--- config.mk ---
export PLATFORM = sky130hd
export DESIGN_NAME = rsi_top
export DESIGN_NICKNAME = d
export VERILOG_FILES = /design/src/rsi_pkg.sv /design/src/rsi_sync.sv /design/src/rsi_flags.sv /design/src/rsi_top.sv
export VERILOG_INCLUDE_DIRS = /design/src /design/src/src
export SDC_FILE = /design/constraint.sdc
export NUM_CORES = 1
export LEC_CHECK = 0
export ABC_AREA = 1
export BUFFER_PORTS_ARGS = -buffer_cell sky130_fd_sc_hd__clkbuf_2
export CELL_PAD_IN_SITES_DETAIL_PLACEMENT = 0
export CELL_PAD_IN_SITES_GLOBAL_PLACEMENT = 1
export CORE_MARGIN = 2
export CORE_UTILIZATION = 39
export CTS_BUF_LIST = sky130_fd_sc_hd__clkbuf_8
export DETAILED_ROUTE_END_ITERATION = 6
export GPL_TIMING_DRIVEN = 1
export HOLD_SLACK_MARGIN = 0.06
export PLACE_DENSITY_LB_ADDON = 0.1
export SLEW_MARGIN = 40
export SYNTH_ARGS = -nofsm -noshare
export SYNTH_HDL_FRONTEND = slang
export SYNTH_SLANG_ARGS = --single-unit
--- constraint.sdc ---
create_clock -name clk_sys_i -period 1.73 [get_ports clk_sys_i]
set_input_delay 0.2595 -clock clk_sys_i [delete_from_list [all_inputs] [get_ports clk_sys_i]]
set_output_delay 0.2595 -clock clk_sys_i [all_outputs]
set_load 0.005 [all_outputs]
--- src/rsi_defs.svh ---
// constants of the reset-state initializer: register map, reset values
// assumes an 8-bit register port and the 50 MHz system clock
//
// Operation
// power-on clears timeout and power-down flags
// pin or low-voltage reset keeps both flags
// watchdog reset when running sets timeout only
// watchdog reset in idle/sleep sets both flags
// sleep entry and watchdog clear update flags
// power-on: counter zero, stack pointer top
// power-on disables every interrupt enable
// watchdog and time base cleared, watchdog restarts
// timer control and count return to zero
// port direction and data load all ones
// low-power watchdog reset keeps most, clears counter
// low-power watchdog reset clears counter, stack pointer
// direction bit zero output, one input
// timeout at status bit 5, power-down bit 4
`ifndef RSI_DEFS_SVH
`define RSI_DEFS_SVH

`define RSI_AW            5
`define RSI_DW            8
`define RSI_NPORTS        6
`define RSI_SPW           4

`define RSI_ADDR_STATUS   5'h00
`define RSI_ADDR_PCL      5'h01
`define RSI_ADDR_SP       5'h02
`define RSI_ADDR_INTEN    5'h03
`define RSI_ADDR_WDT      5'h04
`define RSI_ADDR_TB       5'h05
`define RSI_ADDR_TMRC     5'h06
`define RSI_ADDR_TMRD     5'h07
`define RSI_ADDR_MODE     5'h08
`define RSI_ADDR_IRQS     5'h09
`define RSI_ADDR_IRQM     5'h0a
`define RSI_ADDR_PDIR0    5'h10
`define RSI_ADDR_PDAT0    5'h18

`define RSI_BIT_TO        5
`define RSI_BIT_PDF       4
`define RSI_BIT_TMR_EN    0

`define RSI_ZERO8         8'h00
`define RSI_ONES8         8'hff
`define RSI_PC_RST        8'h00
`define RSI_SP_TOP        4'h0
`define RSI_WDT_LAST      8'hff

`define RSI_MODE_NORMAL   2'h0
`define RSI_MODE_SLOW     2'h1
`define RSI_MODE_IDLE     2'h2
`define RSI_MODE_SLEEP    2'h3

`define RSI_EV_PIN        0
`define RSI_EV_LVR        1
`define RSI_EV_WDTN       2
`define RSI_EV_WDTL       3
`define RSI_NEV           4

`endif

--- src/rsi_pkg.sv ---
// types of the reset-state initializer
// assumes rsi_defs.svh for numeric constants
package rsi_pkg;
    typedef enum logic [3:0] {
        RSI_NORMAL = 4'b0001,
        RSI_SLOW   = 4'b0010,
        RSI_IDLE   = 4'b0100,
        RSI_SLEEP  = 4'b1000
    } rsi_mode_type;
endpackage

--- src/rsi_sync.sv ---
// three-stage synchroniser with agreement filter
// assumes an asynchronous input level
`timescale 1ns/1ns
`default_nettype none
module rsi_sync #(
    parameter logic RST_VAL = 1'b0
) (
    // clock and reset
    input  wire logic clk_sys_i,
    input  wire logic rst_n_i,
    // level in and out
    input  wire logic d_i,
    output logic      q_o
);
    logic s1_q;
    logic s2_q;
    logic s3_q;

    always_ff @(posedge clk_sys_i or negedge rst_n_i) begin
        if (!rst_n_i) begin
            s1_q <= RST_VAL;
            s2_q <= RST_VAL;
            s3_q <= RST_VAL;
        end else begin
            s1_q <= d_i;
            s2_q <= s1_q;
            s3_q <= s2_q;
        end
    end

    // output moves only when the last two stages agree
    always_ff @(posedge clk_sys_i or negedge rst_n_i) begin
        if (!rst_n_i) begin
            q_o <= RST_VAL;
        end else if (s2_q == s3_q) begin
            q_o <= s3_q;
        end
    end
endmodule
`default_nettype wire

--- src/rsi_flags.sv ---
// timeout and power-down flags of the status register
// assumes single-cycle event strobes from the same clock
`timescale 1ns/1ns
`default_nettype none
module rsi_flags (
    // clock and reset
    input  wire logic clk_sys_i,
    input  wire logic rst_n_i,
    // events
    input  wire logic wdt_norm_i,
    input  wire logic wdt_low_i,
    input  wire logic sleep_enter_i,
    input  wire logic wdt_clear_i,
    // flags
    output logic      timeout_flag_o,
    output logic      power_down_flag_o
);
    always_ff @(posedge clk_sys_i or negedge rst_n_i) begin
        if (!rst_n_i) begin
            timeout_flag_o    <= 1'b0;
            power_down_flag_o <= 1'b0;
        end else if (wdt_low_i) begin
            timeout_flag_o    <= 1'b1;
            power_down_flag_o <= 1'b1;
        end else if (wdt_norm_i) begin
            timeout_flag_o    <= 1'b1;
        end else if (sleep_enter_i) begin
            timeout_flag_o    <= 1'b0;
            power_down_flag_o <= 1'b1;
        end else if (wdt_clear_i) begin
            timeout_flag_o    <= 1'b0;
            power_down_flag_o <= 1'b0;
        end
    end

    a_wdt_low_both: assert property (@(posedge clk_sys_i) disable iff (!rst_n_i)
        wdt_low_i |=> timeout_flag_o && power_down_flag_o)
        else $error("low-power watchdog did not set both flags");
    a_wdt_norm_keep: assert property (@(posedge clk_sys_i) disable iff (!rst_n_i)
        wdt_norm_i && !wdt_low_i |=> timeout_flag_o && $stable(power_down_flag_o))
        else $error("running watchdog reset flag update wrong");
    a_idle_flags: assert property (@(posedge clk_sys_i) disable iff (!rst_n_i)
        (!wdt_norm_i && !wdt_low_i && !sleep_enter_i && !wdt_clear_i)
        |=> $stable(timeout_flag_o) && $stable(power_down_flag_o))
        else $error("flags changed without an event");
endmodule
`default_nettype wire

--- src/rsi_top.sv ---
// reset-state initializer: reset causes, flag keeping, state init
// assumes pin and low-voltage inputs asynchronous, register port synchronous
//
// Added by the designer: the address map and the address-and-strobe port.
`timescale 1ns/1ns
`default_nettype none
`include "rsi_defs.svh"
module rsi_top
    import rsi_pkg::*;
(
    // clock and power-on reset
    input  wire logic                          clk_sys_i,
    input  wire logic                          rst_n_i,
    // reset sources
    input  wire logic                          external_reset_pin_n_i,
    input  wire logic                          low_voltage_reset_i,
    // register port
    input  wire logic [`RSI_AW-1:0]            addr_i,
    input  wire logic [`RSI_DW-1:0]            wdata_i,
    input  wire logic                          wr_i,
    input  wire logic                          rd_i,
    output logic      [`RSI_DW-1:0]            rdata_o,
    // core state
    output logic                               core_reset_o,
    output logic      [`RSI_DW-1:0]            program_counter_low_o,
    output logic      [`RSI_SPW-1:0]           stack_ptr_o,
    output logic      [`RSI_DW-1:0]            int_enable_o,
    output logic                               timer_on_o,
    output rsi_mode_type                       mode_o,
    // ports, direction 1 is input
    output logic      [`RSI_NPORTS*`RSI_DW-1:0] port_a_direction_o,
    output logic      [`RSI_NPORTS*`RSI_DW-1:0] port_data_o,
    // flags and interrupt
    output logic                               timeout_flag_o,
    output logic                               power_down_flag_o,
    output logic                               irq_o
);
    logic                  pin_s;
    logic                  lvr_s;
    logic                  pin_rst;
    logic                  warm;
    logic                  low_power;
    logic                  wdt_fire;
    logic                  wdt_norm;
    logic                  wdt_low;
    logic                  full_init;
    logic                  wdt_clear;
    logic                  sleep_enter;
    logic                  pin_rst_q;
    logic                  lvr_q;
    logic [`RSI_DW-1:0]    pcl_q;
    logic [`RSI_SPW-1:0]   sp_q;
    logic [`RSI_DW-1:0]    inten_q;
    logic [`RSI_DW-1:0]    wdt_q;
    logic [`RSI_DW-1:0]    tb_q;
    logic [`RSI_DW-1:0]    tmrc_q;
    logic [`RSI_DW-1:0]    tmrd_q;
    rsi_mode_type          mode_q;
    logic [`RSI_NEV-1:0]   ev;
    logic [`RSI_NEV-1:0]   irqs_q;
    logic [`RSI_NEV-1:0]   irqm_q;
    logic [`RSI_DW-1:0]    dir_q [`RSI_NPORTS];
    logic [`RSI_DW-1:0]    dat_q [`RSI_NPORTS];
    logic [`RSI_DW-1:0]    rd_d;
    logic [`RSI_DW-1:0]    status;

    // reset sources cross into the clock domain
    rsi_sync #(.RST_VAL(1'b1)) u_pin_sync (
        .clk_sys_i (clk_sys_i),
        .rst_n_i   (rst_n_i),
        .d_i       (external_reset_pin_n_i),
        .q_o       (pin_s)
    );

    rsi_sync #(.RST_VAL(1'b0)) u_lvr_sync (
        .clk_sys_i (clk_sys_i),
        .rst_n_i   (rst_n_i),
        .d_i       (low_voltage_reset_i),
        .q_o       (lvr_s)
    );

    // pin and low-voltage resets hold the core while asserted
    assign pin_rst     = !pin_s;
    assign warm        = pin_rst || lvr_s;
    assign low_power   = (mode_q == RSI_IDLE) || (mode_q == RSI_SLEEP);
    assign wdt_fire    = (wdt_q == `RSI_WDT_LAST);
    // a held pin or low-voltage reset masks a watchdog expiry
    assign wdt_norm    = wdt_fire && !low_power && !warm;
    assign wdt_low     = wdt_fire && low_power && !warm;
    // low-power watchdog reset is partial, the rest are full
    assign full_init   = warm || wdt_norm;
    assign wdt_clear   = wr_i && (addr_i == `RSI_ADDR_WDT) && !full_init && !wdt_low;
    assign sleep_enter = wr_i && (addr_i == `RSI_ADDR_MODE) && !full_init && !wdt_low
                         && wdata_i[1];

    rsi_flags u_flags (
        .clk_sys_i         (clk_sys_i),
        .rst_n_i           (rst_n_i),
        .wdt_norm_i        (wdt_norm),
        .wdt_low_i         (wdt_low),
        .sleep_enter_i     (sleep_enter),
        .wdt_clear_i       (wdt_clear),
        .timeout_flag_o    (timeout_flag_o),
        .power_down_flag_o (power_down_flag_o)
    );

    // program counter low byte and stack pointer
    always_ff @(posedge clk_sys_i or negedge rst_n_i) begin
        if (!rst_n_i) begin
            pcl_q <= `RSI_PC_RST;
            sp_q  <= `RSI_SP_TOP;
        end else if (full_init || wdt_low) begin
            pcl_q <= `RSI_PC_RST;
            sp_q  <= `RSI_SP_TOP;
        end else if (wr_i && addr_i == `RSI_ADDR_PCL) begin
            pcl_q <= wdata_i;
        end else if (wr_i && addr_i == `RSI_ADDR_SP) begin
            sp_q  <= wdata_i[`RSI_SPW-1:0];
        end
    end

    // interrupt enables: kept on a low-power watchdog reset
    always_ff @(posedge clk_sys_i or negedge rst_n_i) begin
        if (!rst_n_i) begin
            inten_q <= `RSI_ZERO8;
        end else if (full_init) begin
            inten_q <= `RSI_ZERO8;
        end else if (wr_i && addr_i == `RSI_ADDR_INTEN && !wdt_low) begin
            inten_q <= wdata_i;
        end
    end

    // watchdog keeps counting through idle and sleep
    always_ff @(posedge clk_sys_i or negedge rst_n_i) begin
        if (!rst_n_i) begin
            wdt_q <= `RSI_ZERO8;
        end else if (full_init || wdt_fire || wdt_clear) begin
            wdt_q <= `RSI_ZERO8;
        end else begin
            wdt_q <= wdt_q + 8'h01;
        end
    end

    // time base is free running
    always_ff @(posedge clk_sys_i or negedge rst_n_i) begin
        if (!rst_n_i) begin
            tb_q <= `RSI_ZERO8;
        end else if (full_init) begin
            tb_q <= `RSI_ZERO8;
        end else begin
            tb_q <= tb_q + 8'h01;
        end
    end

    // timer module control and count
    always_ff @(posedge clk_sys_i or negedge rst_n_i) begin
        if (!rst_n_i) begin
            tmrc_q <= `RSI_ZERO8;
            tmrd_q <= `RSI_ZERO8;
        end else if (full_init) begin
            tmrc_q <= `RSI_ZERO8;
            tmrd_q <= `RSI_ZERO8;
        end else begin
            if (wr_i && addr_i == `RSI_ADDR_TMRC && !wdt_low) begin
                tmrc_q <= wdata_i;
            end
            if (tmrc_q[`RSI_BIT_TMR_EN]) begin
                tmrd_q <= tmrd_q + 8'h01;
            end
        end
    end

    // operating mode; any reset wakes the core to normal
    always_ff @(posedge clk_sys_i or negedge rst_n_i) begin
        if (!rst_n_i) begin
            mode_q <= RSI_NORMAL;
        end else if (full_init || wdt_low) begin
            mode_q <= RSI_NORMAL;
        end else if (wr_i && addr_i == `RSI_ADDR_MODE) begin
            if (wdata_i[1:0] == `RSI_MODE_SLOW) begin
                mode_q <= RSI_SLOW;
            end else if (wdata_i[1:0] == `RSI_MODE_IDLE) begin
                mode_q <= RSI_IDLE;
            end else if (wdata_i[1:0] == `RSI_MODE_SLEEP) begin
                mode_q <= RSI_SLEEP;
            end else begin
                mode_q <= RSI_NORMAL;
            end
        end
    end

    // port direction and data, all inputs after a full reset; kept on a low-power watchdog reset
    genvar p;
    generate
        for (p = 0; p < `RSI_NPORTS; p++) begin : g_port
            always_ff @(posedge clk_sys_i or negedge rst_n_i) begin
                if (!rst_n_i) begin
                    dir_q[p] <= `RSI_ONES8;
                    dat_q[p] <= `RSI_ONES8;
                end else if (full_init) begin
                    dir_q[p] <= `RSI_ONES8;
                    dat_q[p] <= `RSI_ONES8;
                end else if (wr_i && !wdt_low
                             && addr_i == `RSI_ADDR_PDIR0 + 5'(p)) begin
                    dir_q[p] <= wdata_i;
                end else if (wr_i && !wdt_low
                             && addr_i == `RSI_ADDR_PDAT0 + 5'(p)) begin
                    dat_q[p] <= wdata_i;
                end
            end
            // bit 0 drives out, bit 1 leaves the pin an input
            assign port_a_direction_o[p*`RSI_DW +: `RSI_DW] = dir_q[p];
            assign port_data_o[p*`RSI_DW +: `RSI_DW]        = dat_q[p];
        end
    endgenerate

    // reset-cause events, rising edges only
    always_ff @(posedge clk_sys_i or negedge rst_n_i) begin
        if (!rst_n_i) begin
            pin_rst_q <= 1'b0;
            lvr_q     <= 1'b0;
        end else begin
            pin_rst_q <= pin_rst;
            lvr_q     <= lvr_s;
        end
    end

    always_comb begin
        ev                = '0;
        ev[`RSI_EV_PIN]   = pin_rst && !pin_rst_q;
        ev[`RSI_EV_LVR]   = lvr_s && !lvr_q;
        ev[`RSI_EV_WDTN]  = wdt_norm;
        ev[`RSI_EV_WDTL]  = wdt_low;
    end

    // sticky status, write one to clear; a new event beats the clear
    always_ff @(posedge clk_sys_i or negedge rst_n_i) begin
        if (!rst_n_i) begin
            irqs_q <= '0;
        end else if (wr_i && addr_i == `RSI_ADDR_IRQS) begin
            irqs_q <= (irqs_q & ~wdata_i[`RSI_NEV-1:0]) | ev;
        end else begin
            irqs_q <= irqs_q | ev;
        end
    end

    // mask survives pin, low-voltage and watchdog resets so software learns the cause afterwards
    always_ff @(posedge clk_sys_i or negedge rst_n_i) begin
        if (!rst_n_i) begin
            irqm_q <= '0;
        end else if (wr_i && addr_i == `RSI_ADDR_IRQM) begin
            irqm_q <= wdata_i[`RSI_NEV-1:0];
        end
    end

    // status byte: other bits read zero
    always_comb begin
        status               = `RSI_ZERO8;
        status[`RSI_BIT_TO]  = timeout_flag_o;
        status[`RSI_BIT_PDF] = power_down_flag_o;
    end

    always_comb begin
        rd_d = `RSI_ZERO8;
        if (addr_i == `RSI_ADDR_STATUS) begin
            rd_d = status;
        end else if (addr_i == `RSI_ADDR_PCL) begin
            rd_d = pcl_q;
        end else if (addr_i == `RSI_ADDR_SP) begin
            rd_d = {{(`RSI_DW-`RSI_SPW){1'b0}}, sp_q};
        end else if (addr_i == `RSI_ADDR_INTEN) begin
            rd_d = inten_q;
        end else if (addr_i == `RSI_ADDR_WDT) begin
            rd_d = wdt_q;
        end else if (addr_i == `RSI_ADDR_TB) begin
            rd_d = tb_q;
        end else if (addr_i == `RSI_ADDR_TMRC) begin
            rd_d = tmrc_q;
        end else if (addr_i == `RSI_ADDR_TMRD) begin
            rd_d = tmrd_q;
        end else if (addr_i == `RSI_ADDR_MODE) begin
            rd_d = {4'h0, mode_q};
        end else if (addr_i == `RSI_ADDR_IRQS) begin
            rd_d = {{(`RSI_DW-`RSI_NEV){1'b0}}, irqs_q};
        end else if (addr_i == `RSI_ADDR_IRQM) begin
            rd_d = {{(`RSI_DW-`RSI_NEV){1'b0}}, irqm_q};
        end else if (addr_i >= `RSI_ADDR_PDIR0
                     && addr_i < `RSI_ADDR_PDIR0 + 5'(`RSI_NPORTS)) begin
            rd_d = dir_q[addr_i[2:0]];
        end else if (addr_i >= `RSI_ADDR_PDAT0
                     && addr_i < `RSI_ADDR_PDAT0 + 5'(`RSI_NPORTS)) begin
            rd_d = dat_q[addr_i[2:0]];
        end
    end

    // read data stands only in the cycle after the strobe
    always_ff @(posedge clk_sys_i or negedge rst_n_i) begin
        if (!rst_n_i) begin
            rdata_o <= `RSI_ZERO8;
        end else if (rd_i) begin
            rdata_o <= rd_d;
        end else begin
            rdata_o <= `RSI_ZERO8;
        end
    end

    always_ff @(posedge clk_sys_i or negedge rst_n_i) begin
        if (!rst_n_i) begin
            core_reset_o <= 1'b1;
        end else begin
            core_reset_o <= full_init || wdt_low;
        end
    end

    assign program_counter_low_o = pcl_q;
    assign stack_ptr_o           = sp_q;
    assign int_enable_o          = inten_q;
    assign timer_on_o            = tmrc_q[`RSI_BIT_TMR_EN];
    assign mode_o                = mode_q;
    assign irq_o                 = |(irqs_q & irqm_q);

    a_warm_keeps_flags: assert property (@(posedge clk_sys_i) disable iff (!rst_n_i)
        warm |=> $stable(timeout_flag_o) && $stable(power_down_flag_o))
        else $error("pin or low-voltage reset changed a flag");
    a_init_pc_sp: assert property (@(posedge clk_sys_i) disable iff (!rst_n_i)
        full_init || wdt_low |=> pcl_q == `RSI_PC_RST && sp_q == `RSI_SP_TOP)
        else $error("counter or stack pointer not initialised");
    a_init_inten: assert property (@(posedge clk_sys_i) disable iff (!rst_n_i)
        full_init |=> inten_q == `RSI_ZERO8)
        else $error("interrupt enables left on after reset");
    a_wdt_restart: assert property (@(posedge clk_sys_i) disable iff (!rst_n_i)
        full_init ##1 !full_init |=> wdt_q == 8'h01)
        else $error("watchdog did not restart after reset");
    a_init_timer: assert property (@(posedge clk_sys_i) disable iff (!rst_n_i)
        full_init |=> !timer_on_o && tmrd_q == `RSI_ZERO8)
        else $error("timer not off after reset");
    a_init_ports: assert property (@(posedge clk_sys_i) disable iff (!rst_n_i)
        full_init |=> &port_a_direction_o && &port_data_o)
        else $error("ports not inputs after reset");
    a_low_keeps_ports: assert property (@(posedge clk_sys_i) disable iff (!rst_n_i)
        wdt_low |=> $stable(port_a_direction_o) && $stable(inten_q))
        else $error("low-power watchdog reset disturbed kept state");
    a_sleep_sets_pdf: assert property (@(posedge clk_sys_i) disable iff (!rst_n_i)
        sleep_enter && !wdt_norm |=> power_down_flag_o && !timeout_flag_o)
        else $error("sleep entry flag update wrong");
    a_status_bits: assert property (@(posedge clk_sys_i) disable iff (!rst_n_i)
        rd_i && addr_i == `RSI_ADDR_STATUS
        |=> rdata_o[`RSI_BIT_TO] == $past(timeout_flag_o)
            && rdata_o[`RSI_BIT_PDF] == $past(power_down_flag_o))
        else $error("status read shows wrong flag bits");
endmodule
`default_nettype wire

Word level (Yosys, flattened, before mapping)
Index checks and enable logic that the tools add are counted.
{"block": "word_totals", "out_inout_bits": 133, "regBits": 181, "in_bits": 19, "word_cells": 243}
{"block": "classes", "n_reduce_logical": 79, "muxes": 76, "bitwise": 6, "eq_ne": 38, "magnitude_cmp": 5, "addsub": 3}
{"operator": "8-bit 2-to-1 mux", "n": 58}
{"operator": "5-bit == test, second input constant", "n": 12}
{"operator": "8-bit binary-select mux with 3-bit select", "n": 2}
{"operator": "1-bit logical AND", "n": 36}
{"operator": "4-bit 2-to-1 mux", "n": 9}
{"operator": "2-bit nonzero test", "n": 18}
{"operator": "8-bit by 1-bit adder with 8-bit output, second input constant", "n": 3}
{"operator": "5-bit by 3-bit == test with 1-bit output, second input constant", "n": 4}
{"operator": "2-bit AND reduction", "n": 8}
{"operator": "5-bit by 4-bit == test with 1-bit output, second input constant", "n": 3}
{"operator": "2-bit != test, second input constant", "n": 6}
{"operator": "5-bit by 2-bit == test with 1-bit output, second input constant", "n": 2}
{"operator": "5-bit greater-or-equal comparator, second input constant", "n": 2}
{"operator": "5-bit less-than comparator, second input constant", "n": 2}
{"operator": "4-bit AND", "n": 2}
{"operator": "8-bit == test, second input constant", "n": 1}
{"operator": "4-bit OR", "n": 2}
{"operator": "1-bit zero test", "n": 7}
{"operator": "1-bit 2-to-1 mux", "n": 7}
{"operator": "1-bit logical OR", "n": 6}
{"operator": "5-bit by 1-bit == test with 1-bit output, second input constant", "n": 1}
{"operator": "5-bit zero test", "n": 1}
{"operator": "2-bit == test, second input constant", "n": 2}
{"operator": "4-bit by 3-bit == test with 1-bit output, second input constant", "n": 1}
{"operator": "other kinds (10)", "n": 12}

Logic depth before layout (Yosys ltp)
Gate-level depths: netlist (run 1).
{"block": "depth", "ltp_word": 18, "ltp_mapped": 18, "mapped_depth_nobuf": 16}

Cells and area by module
Synthesis (run 1) repeated with hierarchy kept, for this count alone.
{"block": "unflattened", "cells_unflattened": 1127, "area_unflattened_um2": 9288.9}
{"mod": "rsi_top", "instances": 1, "area_each_um2": 8961.1, "cells_each": 1099}
{"mod": "rsi_sync (u_pin_sync)", "instances": 1, "area_each_um2": 121.4, "cells_each": 8}
{"mod": "rsi_sync (u_lvr_sync)", "instances": 1, "area_each_um2": 116.4, "cells_each": 8}
{"mod": "rsi_flags", "instances": 1, "area_each_um2": 90.1, "cells_each": 12}

Worst setup path before layout (run 1)
OpenSTA, ideal clock, no wires.
{"block": "synth_timing", "path_type": "register -> register", "from": "register wdt_q[0]", "to": "register dir_q, in the netlist port_a_direction_o[46]", "path_stages_with_launch": 13, "required_time_ps": 1651, "slack_ps": -129, "period_less_slack_ps": 1859, "arrival_ps": 1781, "setup_ps": 79, "cell_sequence": "dfrtp_1 > ha_1 > nand4_1 > nor2_2 > nand3_2 > clkinv_2 > nor2_8 > nor2_8 > inv_4 > buf_12 > nand2_8 > buf_6 > o21ai_0"}
{"block": "synth_between", "elab_chain_len": 7}
{"item": "start, declared", "line_no": "rsi_top.sv:54", "rtl": "logic [`RSI_DW-1:0] wdt_q;"}
{"item": "start signal, assigned", "line_no": "rsi_top.sv:136", "rtl": "wdt_q <= `RSI_ZERO8;"}
{"item": "start signal, assigned", "line_no": "rsi_top.sv:138", "rtl": "wdt_q <= `RSI_ZERO8;"}
{"item": "start signal, assigned", "line_no": "rsi_top.sv:140", "rtl": "wdt_q <= wdt_q + 8'h01;"}
{"item": "8-bit == test (no source line) *"}
{"item": "1-bit logical AND (2 in a row)", "line_no": "rsi_top.sv:89", "rtl": "assign wdt_low = wdt_fire && low_power && !warm;"}
{"item": "1-bit zero test", "line_no": "rsi_top.sv:203", "rtl": "end else if (wr_i && !wdt_low"}
{"item": "1-bit logical AND (2 in a row)", "line_no": "rsi_top.sv:203"}
{"item": "2-bit nonzero test (no source line)"}
{"item": "end signal, assigned by index", "line_no": "rsi_top.sv:198", "rtl": "dir_q[p] <= `RSI_ONES8;"}
{"item": "end signal, assigned by index", "line_no": "rsi_top.sv:201", "rtl": "dir_q[p] <= `RSI_ONES8;"}
{"item": "end signal, assigned by index", "line_no": "rsi_top.sv:205", "rtl": "dir_q[p] <= wdata_i;"}
{"item": "end, declared", "line_no": "rsi_top.sv:62", "rtl": "logic [`RSI_DW-1:0] dir_q [`RSI_NPORTS];"}
Mark *: on every way between the ends. The rest lies on a longest branch, timed or not.
A chain may end at the register's enable or synchronous reset.

Worst setup path in the final report (run 1)
{"block": "layout_timing", "from": "register u_pin_sync.q_o", "to": "register dir_q, in the netlist port_a_direction_o[3]"}
{"block": "layout_between", "elab_chain_len": 8}
{"item": "start, declared", "line_no": "rsi_sync.sv:13", "rtl": "output logic q_o"}
{"item": "start signal, assigned", "line_no": "rsi_sync.sv:36", "rtl": "q_o <= s3_q;"}
{"item": "1-bit zero test *", "line_no": "rsi_top.sv:83", "rtl": "assign pin_rst = !pin_s;"}
{"item": "net pin_rst", "line_no": "rsi_top.sv:40", "rtl": "logic pin_rst;"}
{"item": "1-bit logical OR *", "line_no": "rsi_top.sv:84", "rtl": "assign warm = pin_rst || lvr_s;"}
{"item": "1-bit zero test", "line_no": "rsi_top.sv:88, rsi_top.sv:89"}
{"item": "1-bit logical AND", "line_no": "rsi_top.sv:89"}
{"item": "1-bit zero test", "line_no": "rsi_top.sv:203"}
{"item": "1-bit logical AND (2 in a row)", "line_no": "rsi_top.sv:203"}
{"item": "2-bit nonzero test (no source line)"}
The timed path passes the listed nets; every way through them passes the cells marked *.

==> results of run 1 <==
-- worst max path at each step --
stage,end,slack (ns),cells past startpoint
global route,port_data_o[11],-0.43,13
finish,port_a_direction_o[3],-0.28,11
floorplan,port_a_direction_o[12],-0.07,12
CTS,port_data_o[43],-0.27,12
global placement,rdata_o[4],-0.35,14
detailed placement,rdata_o[7],-0.41,14
-- layer usage --
metal	part of all wire, %	GRT usage, %	wire length [um]	vias up
met2	45	40.2	14500	250
met4	1.8	6.25	586	0
met1	48	39.3	15600	4195
met3	5.8	5.64	1890	38
met5	0	0	0	-
li1	-	-	-	4231
-- flip-flops by register name, summed over array words and instances, names as in the netlist, 8 cells and up --
| name | count |
|---|---|
| int_enable_o | 8 |
| program_counter_low_o | 8 |
| tmrd_q | 8 |
| rdata_o | 8 |
| tb_q | 8 |
| port_data_o | 48 |
| tmrc_q | 8 |
| port_a_direction_o | 48 |
| wdt_q | 8 |
-- kinds of logic after synthesis --
kind of cell | after synthesis | synth area share [%]
AOI/OAI and AO/OA | 226 | 13.7
xor gates and xnor gates | 7 | 0.680
DFF | 181 | 51.7
adders and majority gates | 5 | 0.639
buffers and inverters | 180 | 8.81
and+or+nand+nor | 482 | 24.5
-- per-stage QoR --
step	instance area, sq um	cells	util [%]	hold WS (ns)	setup slack (ns)
floorplan	9070	1081	-	-0.0361	-0.0733
global placement	11500	1678	50.9	0.224	-0.351
detailed placement	11500	1678	50.9	0.226	-0.406
CTS	12400	1729	54.7	0.0891	-0.269
global route	13000	1746	57.5	0.109	-0.433
finish	13000	1746	57.5	0.127	-0.283
-- cells in the final DEF (no fill, tap or decap), types with 3 or more instances in the layout --
cell type	count
sky130_fd_sc_hd__o21ai_2	9
sky130_fd_sc_hd__inv_8	3
sky130_fd_sc_hd__inv_4	6
sky130_fd_sc_hd__nor2_1	104
sky130_fd_sc_hd__nand2_1	207
sky130_fd_sc_hd__o21ai_1	51
sky130_fd_sc_hd__o22ai_1	12
sky130_fd_sc_hd__buf_6	31
sky130_fd_sc_hd__clkbuf_8	18
sky130_fd_sc_hd__inv_1	118
sky130_fd_sc_hd__nand3_1	23
sky130_fd_sc_hd__nand2_8	8
sky130_fd_sc_hd__clkinvlp_4	5
sky130_fd_sc_hd__inv_2	25
sky130_fd_sc_hd__dfstp_2	102
sky130_fd_sc_hd__xor2_1	6
sky130_fd_sc_hd__a21oi_4	3
sky130_fd_sc_hd__a21oi_1	50
sky130_fd_sc_hd__a21oi_2	39
sky130_fd_sc_hd__nand4_1	6
sky130_fd_sc_hd__dlygate4sd3_1	5
sky130_fd_sc_hd__nor2_4	24
sky130_fd_sc_hd__dfrtp_1	79
sky130_fd_sc_hd__inv_6	6
sky130_fd_sc_hd__o21ai_0	35
sky130_fd_sc_hd__nor3_1	8
sky130_fd_sc_hd__buf_12	11
sky130_fd_sc_hd__buf_4	171
sky130_fd_sc_hd__nor2_2	12
sky130_fd_sc_hd__nand3_2	11
sky130_fd_sc_hd__clkbuf_2	149
sky130_fd_sc_hd__nor3_4	4
sky130_fd_sc_hd__o211ai_1	4
sky130_fd_sc_hd__nand2_2	49
sky130_fd_sc_hd__or2_2	6
sky130_fd_sc_hd__or2_0	4
sky130_fd_sc_hd__o221ai_2	3
sky130_fd_sc_hd__nand2_4	10
sky130_fd_sc_hd__o22ai_2	10
-- layout make-up --
class	instances	area [sq um]
inverter	152	604
fill	2159	9620
clock inverter	14	133
timing repair buffer	371	2720
clock buffer	18	248
sequential	181	4660
tap	285	357
multi-input combinational	724	4290
timing repair inverter	1	7.51
-- worst max-delay path: cells and delay by family, from the launching register on --
kind,cells,cell delay [ns]
buf+inv,5,0.69
simple gates,5,0.65
flops,1,0.55
compound gates,1,0.06
-- power by group --
group          switching [mW]  internal, mW  total, mW
Clock                    1.75          1.10       2.85
Sequential              0.290          4.80       5.09
Combinational            1.59          1.25       2.84
Total                    3.63          7.15       10.8
-- cell usage after synthesis, types with 2 or more instances --
cell type / count
sky130_fd_sc_hd__dfstp_2: 102
sky130_fd_sc_hd__nand2_1: 257
sky130_fd_sc_hd__o31ai_1: 2
sky130_fd_sc_hd__inv_1: 139
sky130_fd_sc_hd__o21ai_1: 36
sky130_fd_sc_hd__o22ai_1: 22
sky130_fd_sc_hd__buf_6: 8
sky130_fd_sc_hd__inv_4: 2
sky130_fd_sc_hd__buf_4: 6
sky130_fd_sc_hd__a21oi_4: 2
sky130_fd_sc_hd__dfrtp_1: 79
sky130_fd_sc_hd__nand3_1: 33
sky130_fd_sc_hd__or2_0: 4
sky130_fd_sc_hd__nor3_1: 10
sky130_fd_sc_hd__ha_1: 3
sky130_fd_sc_hd__nor4_1: 2
sky130_fd_sc_hd__o21ai_0: 58
sky130_fd_sc_hd__nor2_4: 8
sky130_fd_sc_hd__nand4_1: 6
sky130_fd_sc_hd__o21ai_2: 3
sky130_fd_sc_hd__or2_2: 6
sky130_fd_sc_hd__maj3_1: 2
sky130_fd_sc_hd__nor3_2: 3
sky130_fd_sc_hd__clkbuf_1: 2
sky130_fd_sc_hd__buf_2: 11
sky130_fd_sc_hd__nor2_8: 2
sky130_fd_sc_hd__o221ai_1: 5
sky130_fd_sc_hd__nor3b_1: 4
sky130_fd_sc_hd__inv_2: 10
sky130_fd_sc_hd__nand2_2: 5
sky130_fd_sc_hd__nand2_8: 7
sky130_fd_sc_hd__o211ai_1: 4
sky130_fd_sc_hd__nor2_1: 121
sky130_fd_sc_hd__a21oi_1: 90
sky130_fd_sc_hd__nor2_2: 11
sky130_fd_sc_hd__xor2_1: 6
-- repair_timing --
action,4_1_cts,5_1_grt
hold buffers,5,0
gates resized for setup,103,147
cloned,4,3
pin swaps,31,62
endpoints found under the hold margin,39,0
setup endpoints to repair,149,163
setup buffers,11,14
==> results by stage, run 1 <==
Status:
- The flow ran to the end, but the final reports show violations.
- The final reports fail on setup timing.

Timing:
- The worst slew slack as a fraction of its limit is 60.2%.
- The final worst clock skew is 0.0190 ns.
- The top achievable clock speed is 497 MHz.
- Of the available clock period, the critical path in the final layout requires 116%.
- Setup violations remaining at the end of the flow were counted as 154.
- The max-slew violation total from the final report is 0.
- The total count of hold-check failures in the final report is 0.
- Setup repair after global routing could not meet its margin everywhere.
- The smallest setup slack after layout is -0.283 ns.
- The final period demand of the worst path is 2.01 ns.
- Setup total negative slack on the finished layout was measured at -26.89 ns.
- The transition at the pin with the smallest max-transition slack is 0.591 ns.

Power:
- The largest voltage drop on the vdd net is 0.380 mV.
- The total power divided by cell area is 828 nW/um^2.
- The standby leakage power is 6.22 nW.
- The total design power is 10.8 mW.

Drt:
- The first detailed-routing pass took 7 iterations.
- Summed over all layers, the routed wires come to 32600 um.
- In this run the remaining antenna-violating nets after routing total 0.
- Dividing the detail-routed wire length by the instance count gives 18.7 um.
- After detailed routing, the number of vias per cell comes to 4.99.
- In this run, the number of DRC markers left after iteration 0 of detailed routing was 560.
- The total via count after detailed routing is 8714.
- For this run, design rule violations remaining after detail routing come to 0.

Setup path:
- The delay of the slowest critical-path stage is 0.55 ns.
- The terminus of the critical flop-to-flop path is port_a_direction_o[3].
- The startpoint identified for the worst register-to-register timing path is u_pin_sync.q_o.
- The worst setup path is captured at a register.
- The source of the critical timing path is u_pin_sync.q_o.
- At the worst endpoint, the arrival time is 2.43 ns.
- The type of origin of the critical path is a register.
- Data on the critical path is required at its endpoint by 2.15 ns.
- The depth of the worst register-to-register path is 11.
- Traced cell by cell, the critical path runs through inv_1, nor2_1, inv_2, buf_12, nor2_8, nor2_8, buf_12, nor2_4, clkinvlp_4, nand2_1, o21ai_1.
- On the critical path, the stage with the largest delay is an instance of sky130_fd_sc_hd__dfstp_2.
- The worst setup slack for register-to-register paths is -0.28 ns.
- The critical path in this run is classified as register to register.
- Along the worst path, the maximum fanout reaches 5.

Clock tree:
- Clock tree synthesis inserted a total of 17 buffers.
- The number of sinks handled by clock tree synthesis is 181.
- The root buffer cell is sky130_fd_sc_hd__clkbuf_8.
- The clock tree synthesis step divided the H-tree into 4 levels.
- The maximum buffer depth of the clock tree is 2.
- The clock network latency to the later pin of the worst-skew pair is 0.48 ns.
- The clock tree from TritonCTS is yes.
- After clock tree synthesis, the clock-pin slew on the worst setup and hold paths is 0.11 ns.

Floorplan:
- The region available for standard cell placement spans 22600 sq um.
- The overall die height is 156 um.
- The effective utilization at floorplan is 39.8%.
- After floorplanning, the core was divided into 55 placement rows.
- The die is 156 um wide.
- The number of I/O pins is 152.
- The die covers 24300 sq um.

Layout:
- At the end of the flow, the number of nets in the layout was 1470.
- The area growth from synthesis to layout is 44.5%.
- The number of diodes is 0.
- Of the cells placed in the final design, the portion with a size suffix greater than 1 is 50.2%.

Logic synthesis:
- The part of the Yosys area used for sequential elements is 51.7%.
- The synthesis warning total is 0.
- In this run, synthesis produced a sequential element count of 181.
- The leading register cell type out of synthesis is sky130_fd_sc_hd__dfstp_2.
- In this run the mean area of a mapped cell was 8.34 sq um.
- The cell accounting for the most synthesized area is sky130_fd_sc_hd__dfstp_2.
- The number of nets in the synthesized netlist is 1103.
- In the synthesized netlist the async set-or-reset flop fraction comes to 100%.
- By area the synthesized netlist is led by sky130_fd_sc_hd__dfstp_2, sky130_fd_sc_hd__dfrtp_1, sky130_fd_sc_hd__nand2_1.
- The number of enable flip-flop cells after synthesis is 0.
- The post-synthesis cell area is 9010 sq um.
- The number of instances in the synthesized netlist is 1081.
- The synthesized netlist contains 46 unique library cells.
- Of the post-synthesis cell area, the dominant cell type holds 29.7%.

Placement:
- During placement, the flow inserted port buffers numbering 151.
- At the end of routability-driven placement, the weighted congestion stood at 0.910.
- The HPWL reported at the end of detailed placement is 24300 um.

GRT:
- The total congestion overflow after global routing is 0.
- The number of antenna violations at the first check in global routing is 0.
- The total routing resource utilization after global routing is 26.7%.
- The number of global-route vias before repair came to 8341.
- The first global-routing pass estimated 48600 um of wire.
- The pin count of the biggest net entering global routing is 49.

Worst hold path:
- The end point of the worst hold path is program_counter_low_o[6].
- The worst hold path belongs to the class primary input to register.
- The hold path startpoint is wdata_i[6].
- The worst hold path was traced through 3 stages.

Flow run:
- The number of maximum-capacitance constraint violations is 0.
Power figures use the tool's default switching activity.
==> inputs of run 2 (changes only) <==
--- a/config.mk
+++ b/config.mk
@@ -8,10 +8,10 @@
 export LEC_CHECK = 0
 export ABC_AREA = 1
 export BUFFER_PORTS_ARGS = -buffer_cell sky130_fd_sc_hd__clkbuf_2
-export CELL_PAD_IN_SITES_DETAIL_PLACEMENT = 0
-export CELL_PAD_IN_SITES_GLOBAL_PLACEMENT = 1
+export CELL_PAD_IN_SITES_DETAIL_PLACEMENT = 1
+export CELL_PAD_IN_SITES_GLOBAL_PLACEMENT = 2
 export CORE_MARGIN = 2
-export CORE_UTILIZATION = 39
+export CORE_UTILIZATION = 31
 export CTS_BUF_LIST = sky130_fd_sc_hd__clkbuf_8
 export DETAILED_ROUTE_END_ITERATION = 6
 export GPL_TIMING_DRIVEN = 1
==> results by stage, run 2 (same netlist as run 1, synthesis figures left out) <==
Placement:
- The setup slack at placement is -0.588 ns.
- After detailed placement, the total cell area comes to 11600 sq um.
- The last weighted congestion value of the routability-driven placer is 0.864.
- The HPWL reported at the end of detailed placement is 27400 um.
- The number of I/O port buffers is 151.

Timing:
- Static timing analysis puts the maximum clock frequency at 487 MHz.
- The final-layout setup total negative slack is -34.91 ns.
- The final-report setup violation count is 148.
- The worst slew slack as a fraction of its limit is 70.9%.
- The final worst clock skew is 0.0248 ns.
- Setup repair after global routing could not meet its margin everywhere.
- Of the available clock period, the critical path in the final layout requires 119%.
- The smallest setup slack after layout is -0.324 ns.
- The total count of hold-check failures in the final report is 0.
- The max-slew violation total from the final report is 0.
- The final period demand of the worst path is 2.05 ns.
- At the pin with the least slew margin, the transition time is 0.436 ns.

Drt:
- The detailed-router iteration count before antenna repair is 5.
- The wire length reported by the detailed router is 39700 um.
- The total via count after detailed routing is 9176.
- The detail route stage leaves a number of antenna-violating nets equal to 0.
- The post-detailed-route wirelength per cell is 21.2 um.
- The detail-routed via count per cell is 4.88.
- The post-detailed-route DRC marker count is 0.
- The number of DRC markers after the initial detailed-route iteration is 574.

Power:
- Net switching is 33.4% of the power.
- The standby leakage power is 6.52 nW.
- IR analysis of the VDD net gives a maximum drop of 0.475 mV.
- In this run the power density over the cells is 834 nW/um^2.
- Of the total power, registers draw 43.2%.
- The internal power consumption is 7.89 mW.
- The part of the power in combinational logic is 27.8%.
- Summed over all nets, the switching power comes to 3.96 mW.
- The total design power is 11.9 mW.
- The clock network is responsible for 29.1% of the overall power.

Floorplan:
- The die is 175 um tall.
- The placement row count is 62.
- The effective utilization at floorplan is 31.4%.
- In this run the count of I/O pins placed on the die edge is 152.
- The die area is 30500 sq um.
- The die is 175 um wide.
- After floorplanning, the core was sized to cover 28700 sq um.

GRT:
- The pin count of the biggest net entering global routing is 42.
- The first global-routing pass estimated 58000 um of wire.
- The total overflow left after global routing is 0.
- The number of global-route vias before repair is 9401.
- The number of antenna violations at the first check in global routing is 1.
- The total routing resource utilization after global routing is 25.5%.

Setup path:
- In this run the worst setup path begins at wdt_q[1].
- The critical path data required time is 2.15 ns.
- The critical path is of the register to register type.
- In this run the critical register-to-register path is launched from wdt_q[1].
- STA classifies the critical path endpoint as a register.
- The critical path goes through ha_4, nand4_1, nor2_2, nand3_2, clkinv_4, nor2_8, nor2_8, buf_4, buf_4, a21oi_4, buf_6, nand2_1, o21ai_1.
- The cell class contributing the biggest share of worst-path delay is simple AND/OR/NAND/NOR gates.
- The maximum fanout along the worst path is 6.
- The delay of the slowest critical-path stage is 0.43 ns.
- STA puts the critical path data arrival time at 2.47 ns.
- Together, buffers and inverters on the worst path number 4.
- The type of origin of the critical path is a register.
- The largest individual stage delay along the critical path comes from the cell sky130_fd_sc_hd__dfrtp_1.

Layout:
- The library cells used most frequently in the layout, excluding fill and tap cells, are sky130_fd_sc_hd__nand2_1, sky130_fd_sc_hd__buf_4, sky130_fd_sc_hd__clkbuf_2.
- The design area is 14200 sq um.
- The area growth from synthesis to layout is 57.6%.
- Cells with a size suffix above 1 make up 56.6% of the layout.
- At the end of the flow, the number of nets in the layout was 1503.
- The library cell used most frequently in the layout, excluding fill and tap cells, is sky130_fd_sc_hd__nand2_1.

Clock tree:
- The tree is rooted in a sky130_fd_sc_hd__clkbuf_8.
- The clock network latency to the later pin of the worst-skew pair is 0.51 ns.
- The total CTS buffers is 17.
- The clock tree from TritonCTS is yes.
- The maximum buffer depth of the clock tree is 2.
- The clock transition at the registers of the reported paths is 0.11 ns.
- In this run the number of H-tree levels came out at 4.
- The number of sinks handled by clock tree synthesis is 181.

Worst hold path:
- The worst min-delay path category is primary input to register.
- The startpoint identified for the worst hold timing path is wdata_i[0].

Status:
- The checks that failed: setup timing.
- The run finished, with violations left.

Flow run:
- The number of maximum-capacitance constraint violations is 0.
[run 2: cell types whose count changed in the layout (fill, tap and decap cells not counted), sizes merged, moves of 2 or more]
cell	previous run	this run
buf	214	245
bufinv	0	4
clkinvlp	5	1
nand2	274	276
o21ai	97	99
[run 2: worst paths after layout]
check	cells past startpoint	slack [ns]	endpoint
hold / removal	2	0.11	mode_o[2]
max in group asynchronous	3	0.83	mode_o[0]
hold reg to reg	0	0.36	u_lvr_sync.s2_q
setup / recovery	13	-0.32	tmrc_q[2]
min in group asynchronous	2	0.24	wdt_q[5]
setup reg to reg	13	-0.32	tmrc_q[2]
[run 2: layout make-up]
type | instances | area, sq um
diodes | 1 | 2.50
clock buffers | 19 | 262
clock inverters | 13 | 190
fillers | 3356 | 14500
inverters | 152 | 617
multi-input cells | 729 | 4860
flip-flops and latches | 181 | 4660
well taps | 384 | 480
repair buffers | 399 | 3120
repair inverters | 1 | 11.3
[run 2: what timing repair did]
action	4_1_cts	5_1_grt
gates cloned	10	2
setup endpoints to repair	156	162
hold buffers	4	0
endpoints found under the hold margin	90	0
setup buffers	38	38
pin swaps	33	75
resized for setup	194	215
[run 2: layer usage]
metal	global-route usage (%)	share of wire [%]
met5	0	0
met4	5.31	1.3
met3	4.42	4.1
met2	39.8	47
met1	37.3	48
[run 2: power groups by stage]
stage	Clock [mW]	Sequential, mW	Combinational [mW]
final	3.45	5.12	3.29
after CTS	3.51	5.10	2.81
after global placement	0	5.16	2.32
after detailed placement	0	5.16	2.35
after floorplan	0	5.11	1.02
after global routing	3.67	5.16	3.53
[run 2: through the flow]
step / hold slack [ns] / util [%] / instances
final: 0.108 / 49.5 / 1879
after global routing: 0.0965 / 49.5 / 1879
after CTS: 0.0836 / 45.9 / 1840
after detailed placement: 0.199 / 40.3 / 1759
after global placement: 0.194 / 40.3 / 1759
after floorplan: -0.0361 / - / 1081
==> inputs of run 3 (changes only) <==
--- a/config.mk
+++ b/config.mk
@@ -16,7 +16,7 @@
 export DETAILED_ROUTE_END_ITERATION = 6
 export GPL_TIMING_DRIVEN = 1
 export HOLD_SLACK_MARGIN = 0.06
-export PLACE_DENSITY_LB_ADDON = 0.1
+export PLACE_DENSITY = 0.77
 export SLEW_MARGIN = 40
 export SYNTH_ARGS = -nofsm -noshare
 export SYNTH_HDL_FRONTEND = slang
==> results by stage, run 3 (same netlist as run 1, synthesis figures left out) <==
GRT:
- The number of antenna violations at the first check in global routing came to 1.
- The routing usage on met2 is 41.5%.
- The first-pass GRT wire length is 56900 um.
- The highest-utilization routing layer at the global route stage is met2.
- For this run the aggregate overflow at the end of global routing stands at 0.
- Entering global routing, the biggest net connects 45 pins.
- The number of global-route vias before repair is 9609.
- Across every metal layer, demand over resource in global routing totals 24.6%.
- For met1 alone, demand over resource in global routing was 33.6%.
- The global-route met3 utilization is 3.35%.

Clock tree:
- In this run the clock root is driven by a sky130_fd_sc_hd__clkbuf_8.
- In this run the number of H-tree levels came out at 4.
- Clock tree synthesis found a total of 181 sinks.
- The total CTS buffers is 17.
- After clock tree synthesis, the clock-pin slew on the worst setup and hold paths is 0.11 ns.
- The clock passes through at most 2 buffers.
- The clock tree from TritonCTS is yes.
- At the later pin of the worst-skew pair, clock insertion delay measures 0.50 ns.

Drt:
- After detailed routing, the average wire length per cell comes to 21.5 um.
- In this run, the number of DRC markers left after iteration 0 of detailed routing was 506.
- The post-detailed-route DRC marker count is 0.
- The first TritonRoute pass finished after 5 iterations.
- The wire length reported by the detailed router is 40000 um.
- The detail-routed via count per cell is 4.99.
- The total via count after detailed routing is 9281.
- The remaining number of nets flagged by the antenna check after routing is 0.

Timing:
- Setup repair after global routing could not meet its margin everywhere.
- The total count of hold-check failures in the final report was 0.
- Hold is met by 0.102 ns.
- The part of the cycle the worst path needs is 126%.
- The transition at the pin with the smallest max-transition slack is 0.611 ns.
- Measured against its own limit, the worst slew margin works out to 58.9%.
- The max-slew violation total from the final report was 0.
- The smallest setup slack after layout is -0.458 ns.
- Based on the critical path, the design can be clocked at up to 457 MHz.
- The final period demand of the worst path is 2.19 ns.
- The final worst clock skew is 0.0209 ns.
- The final-report setup violation count is 156.
- The final-layout setup total negative slack is -50.62 ns.

Floorplan:
- The die area is 30500 sq um.
- The effective utilization at floorplan is 31.4%.
- In this run the vertical extent of the chip is 175 um.
- The region available for standard cell placement spans 28700 sq um.
- The number of I/O pins is 152.
- The placement row count is 62.
- The die span in x is 175 um.

Power:
- VDD sags by at most 0.456 mV.
- The standby leakage power is 6.38 nW.
- The relative contribution of sequential cells to total power is 45.7%.
- The clock power share is 25.6%.
- The analysis attributes to net switching a power of 4.03 mW.
- The internal power consumption is 7.20 mW.
- The net switching fraction of the power is 35.9%.
- For this design the ratio of total power to cell area is 802 nW/um^2.
- Combinational logic is responsible for 28.7% of the overall power.

Setup path:
- The type of origin of the critical path is a register.
- STA puts the critical path data required time at 2.16 ns.
- In this run the worst path has a maximum fanout of 8.
- The critical setup path kind is register to register.
- The kind of capture point of the worst setup path is a register.
- The endpoint arrival time on the critical path is 2.62 ns.

Worst hold path:
- The worst min-delay path category is primary input to register.

Layout:
- The library cells used most frequently in the layout, excluding fill and tap cells, are sky130_fd_sc_hd__nand2_1, sky130_fd_sc_hd__buf_4, sky130_fd_sc_hd__clkbuf_2.
- In the final layout, the share of cells above drive strength 1 is 56.0%.
- After the last flow step, the layout net total stands at 1483.
- The area growth from synthesis to layout is 55.4%.
- The most common library cell in the layout ignoring fill and taps is sky130_fd_sc_hd__nand2_1.
- The share of the core filled with cells is 48.8%.

Placement:
- Summed over all nets, the half-perimeter wirelength after detailed placement is 26200 um.
- Buffers placed on the I/O ports in this run total 151.
- The congestion estimate from routability-driven global placement came to 0.850.

Status:
- The final reports fail on setup timing.
- The flow ran to the end, but the final reports show violations.

Flow run:
- The number of maximum-capacitance constraint violations is 0.
run 3: cell types whose count changed in the layout (fill, tap and decap cells not counted), moves of 5 or more:
cell / before / now
sky130_fd_sc_hd__a21oi_1: 41 / 47
sky130_fd_sc_hd__a21oi_2: 48 / 42
sky130_fd_sc_hd__nor2_1: 77 / 71
sky130_fd_sc_hd__nor2_2: 19 / 31
sky130_fd_sc_hd__buf_6: 42 / 21
sky130_fd_sc_hd__o21ai_2: 27 / 22
sky130_fd_sc_hd__buf_4: 177 / 170
sky130_fd_sc_hd__nand2_2: 54 / 60
sky130_fd_sc_hd__o22ai_2: 13 / 4
sky130_fd_sc_hd__buf_12: 23 / 28
sky130_fd_sc_hd__o22ai_1: 9 / 14
sky130_fd_sc_hd__nor2_4: 45 / 38
sky130_fd_sc_hd__nand2_1: 187 / 178
run 3: worst max-delay path: stages, from the launching register on:
cell	delay (ns)
sky130_fd_sc_hd__dfrtp_1	0.40
sky130_fd_sc_hd__ha_2	0.20
sky130_fd_sc_hd__nand4_1	0.12
sky130_fd_sc_hd__nor2_2	0.07
sky130_fd_sc_hd__nand3_2	0.10
sky130_fd_sc_hd__clkinv_4	0.10
sky130_fd_sc_hd__nand2_8	0.09
sky130_fd_sc_hd__nand2_8	0.06
sky130_fd_sc_hd__buf_12	0.14
sky130_fd_sc_hd__nor3_4	0.27
sky130_fd_sc_hd__buf_6	0.16
sky130_fd_sc_hd__nand2_8	0.07
sky130_fd_sc_hd__nand2_8	0.16
sky130_fd_sc_hd__nor2_2	0.05
sky130_fd_sc_hd__a21oi_1	0.12
run 3: worst paths after layout:
path | cells past startpoint | to | from | slack [ns]
min in group asynchronous | 2 | port_a_direction_o[15] | rst_n_i | 0.56
max in group asynchronous | 3 | u_pin_sync.s1_q | rst_n_i | 0.80
hold / removal | 3 | program_counter_low_o[6] | wdata_i[6] | 0.10
hold reg to reg | 0 | u_pin_sync.s2_q | u_pin_sync.s1_q | 0.36
setup reg to reg | 14 | port_a_direction_o[33] | wdt_q[1] | -0.46
setup / recovery | 14 | port_a_direction_o[33] | wdt_q[1] | -0.46
run 3: final cells by class:
type                       count  area (sq um)
antenna                        1          2.50
timing repair buffer         379          2980
tap                          384           480
timing repair inverter         1          20.0
fill                        3387         14700
inverter                     152           629
clock buffer                  17           234
sequential                   181          4660
multi-input combinational    729          4880
clock inverter                15           121
run 3: per-stage QoR:
step	total power [mW]	instances	area (sq um)	worst slack, ns
2_1_floorplan	6.12	1081	9070	-0.0733
3_3_place_gp	7.42	1740	11400	-0.511
3_5_place_dp	7.48	1740	11400	-0.504
4_1_cts	10.7	1821	12800	-0.310
5_1_grt	11.7	1859	14000	-0.575
6_report	11.2	1859	14000	-0.458
run 3: power by group through the flow:
| stage | logic [mW] | registers (mW) | clock network, mW |
|---|---|---|---|
| floorplan | 1.02 | 5.11 | 0 |
| global placement | 2.25 | 5.18 | 0 |
| detailed placement | 2.29 | 5.19 | 0 |
| CTS | 2.72 | 5.11 | 2.92 |
| global route | 3.46 | 5.17 | 3.10 |
| finish | 3.22 | 5.13 | 2.88 |
run 3: layer usage:
layer  routed length (um)  vias to the layer above
met5                    0                        -
met3                 1670                       50
met1                17500                     4757
met4                  896                        0
met2                19900                      222
li1                     -                     4252
run 3: timing repair:
action | CTS | global route
pin swaps | 39 | 72
cloned | 8 | 5
endpoints found under the setup margin | 156 | 162
setup buffers | 38 | 37
endpoints found under the hold margin | 58 | 0
gates resized for setup | 163 | 242
hold buffers | 5 | 0
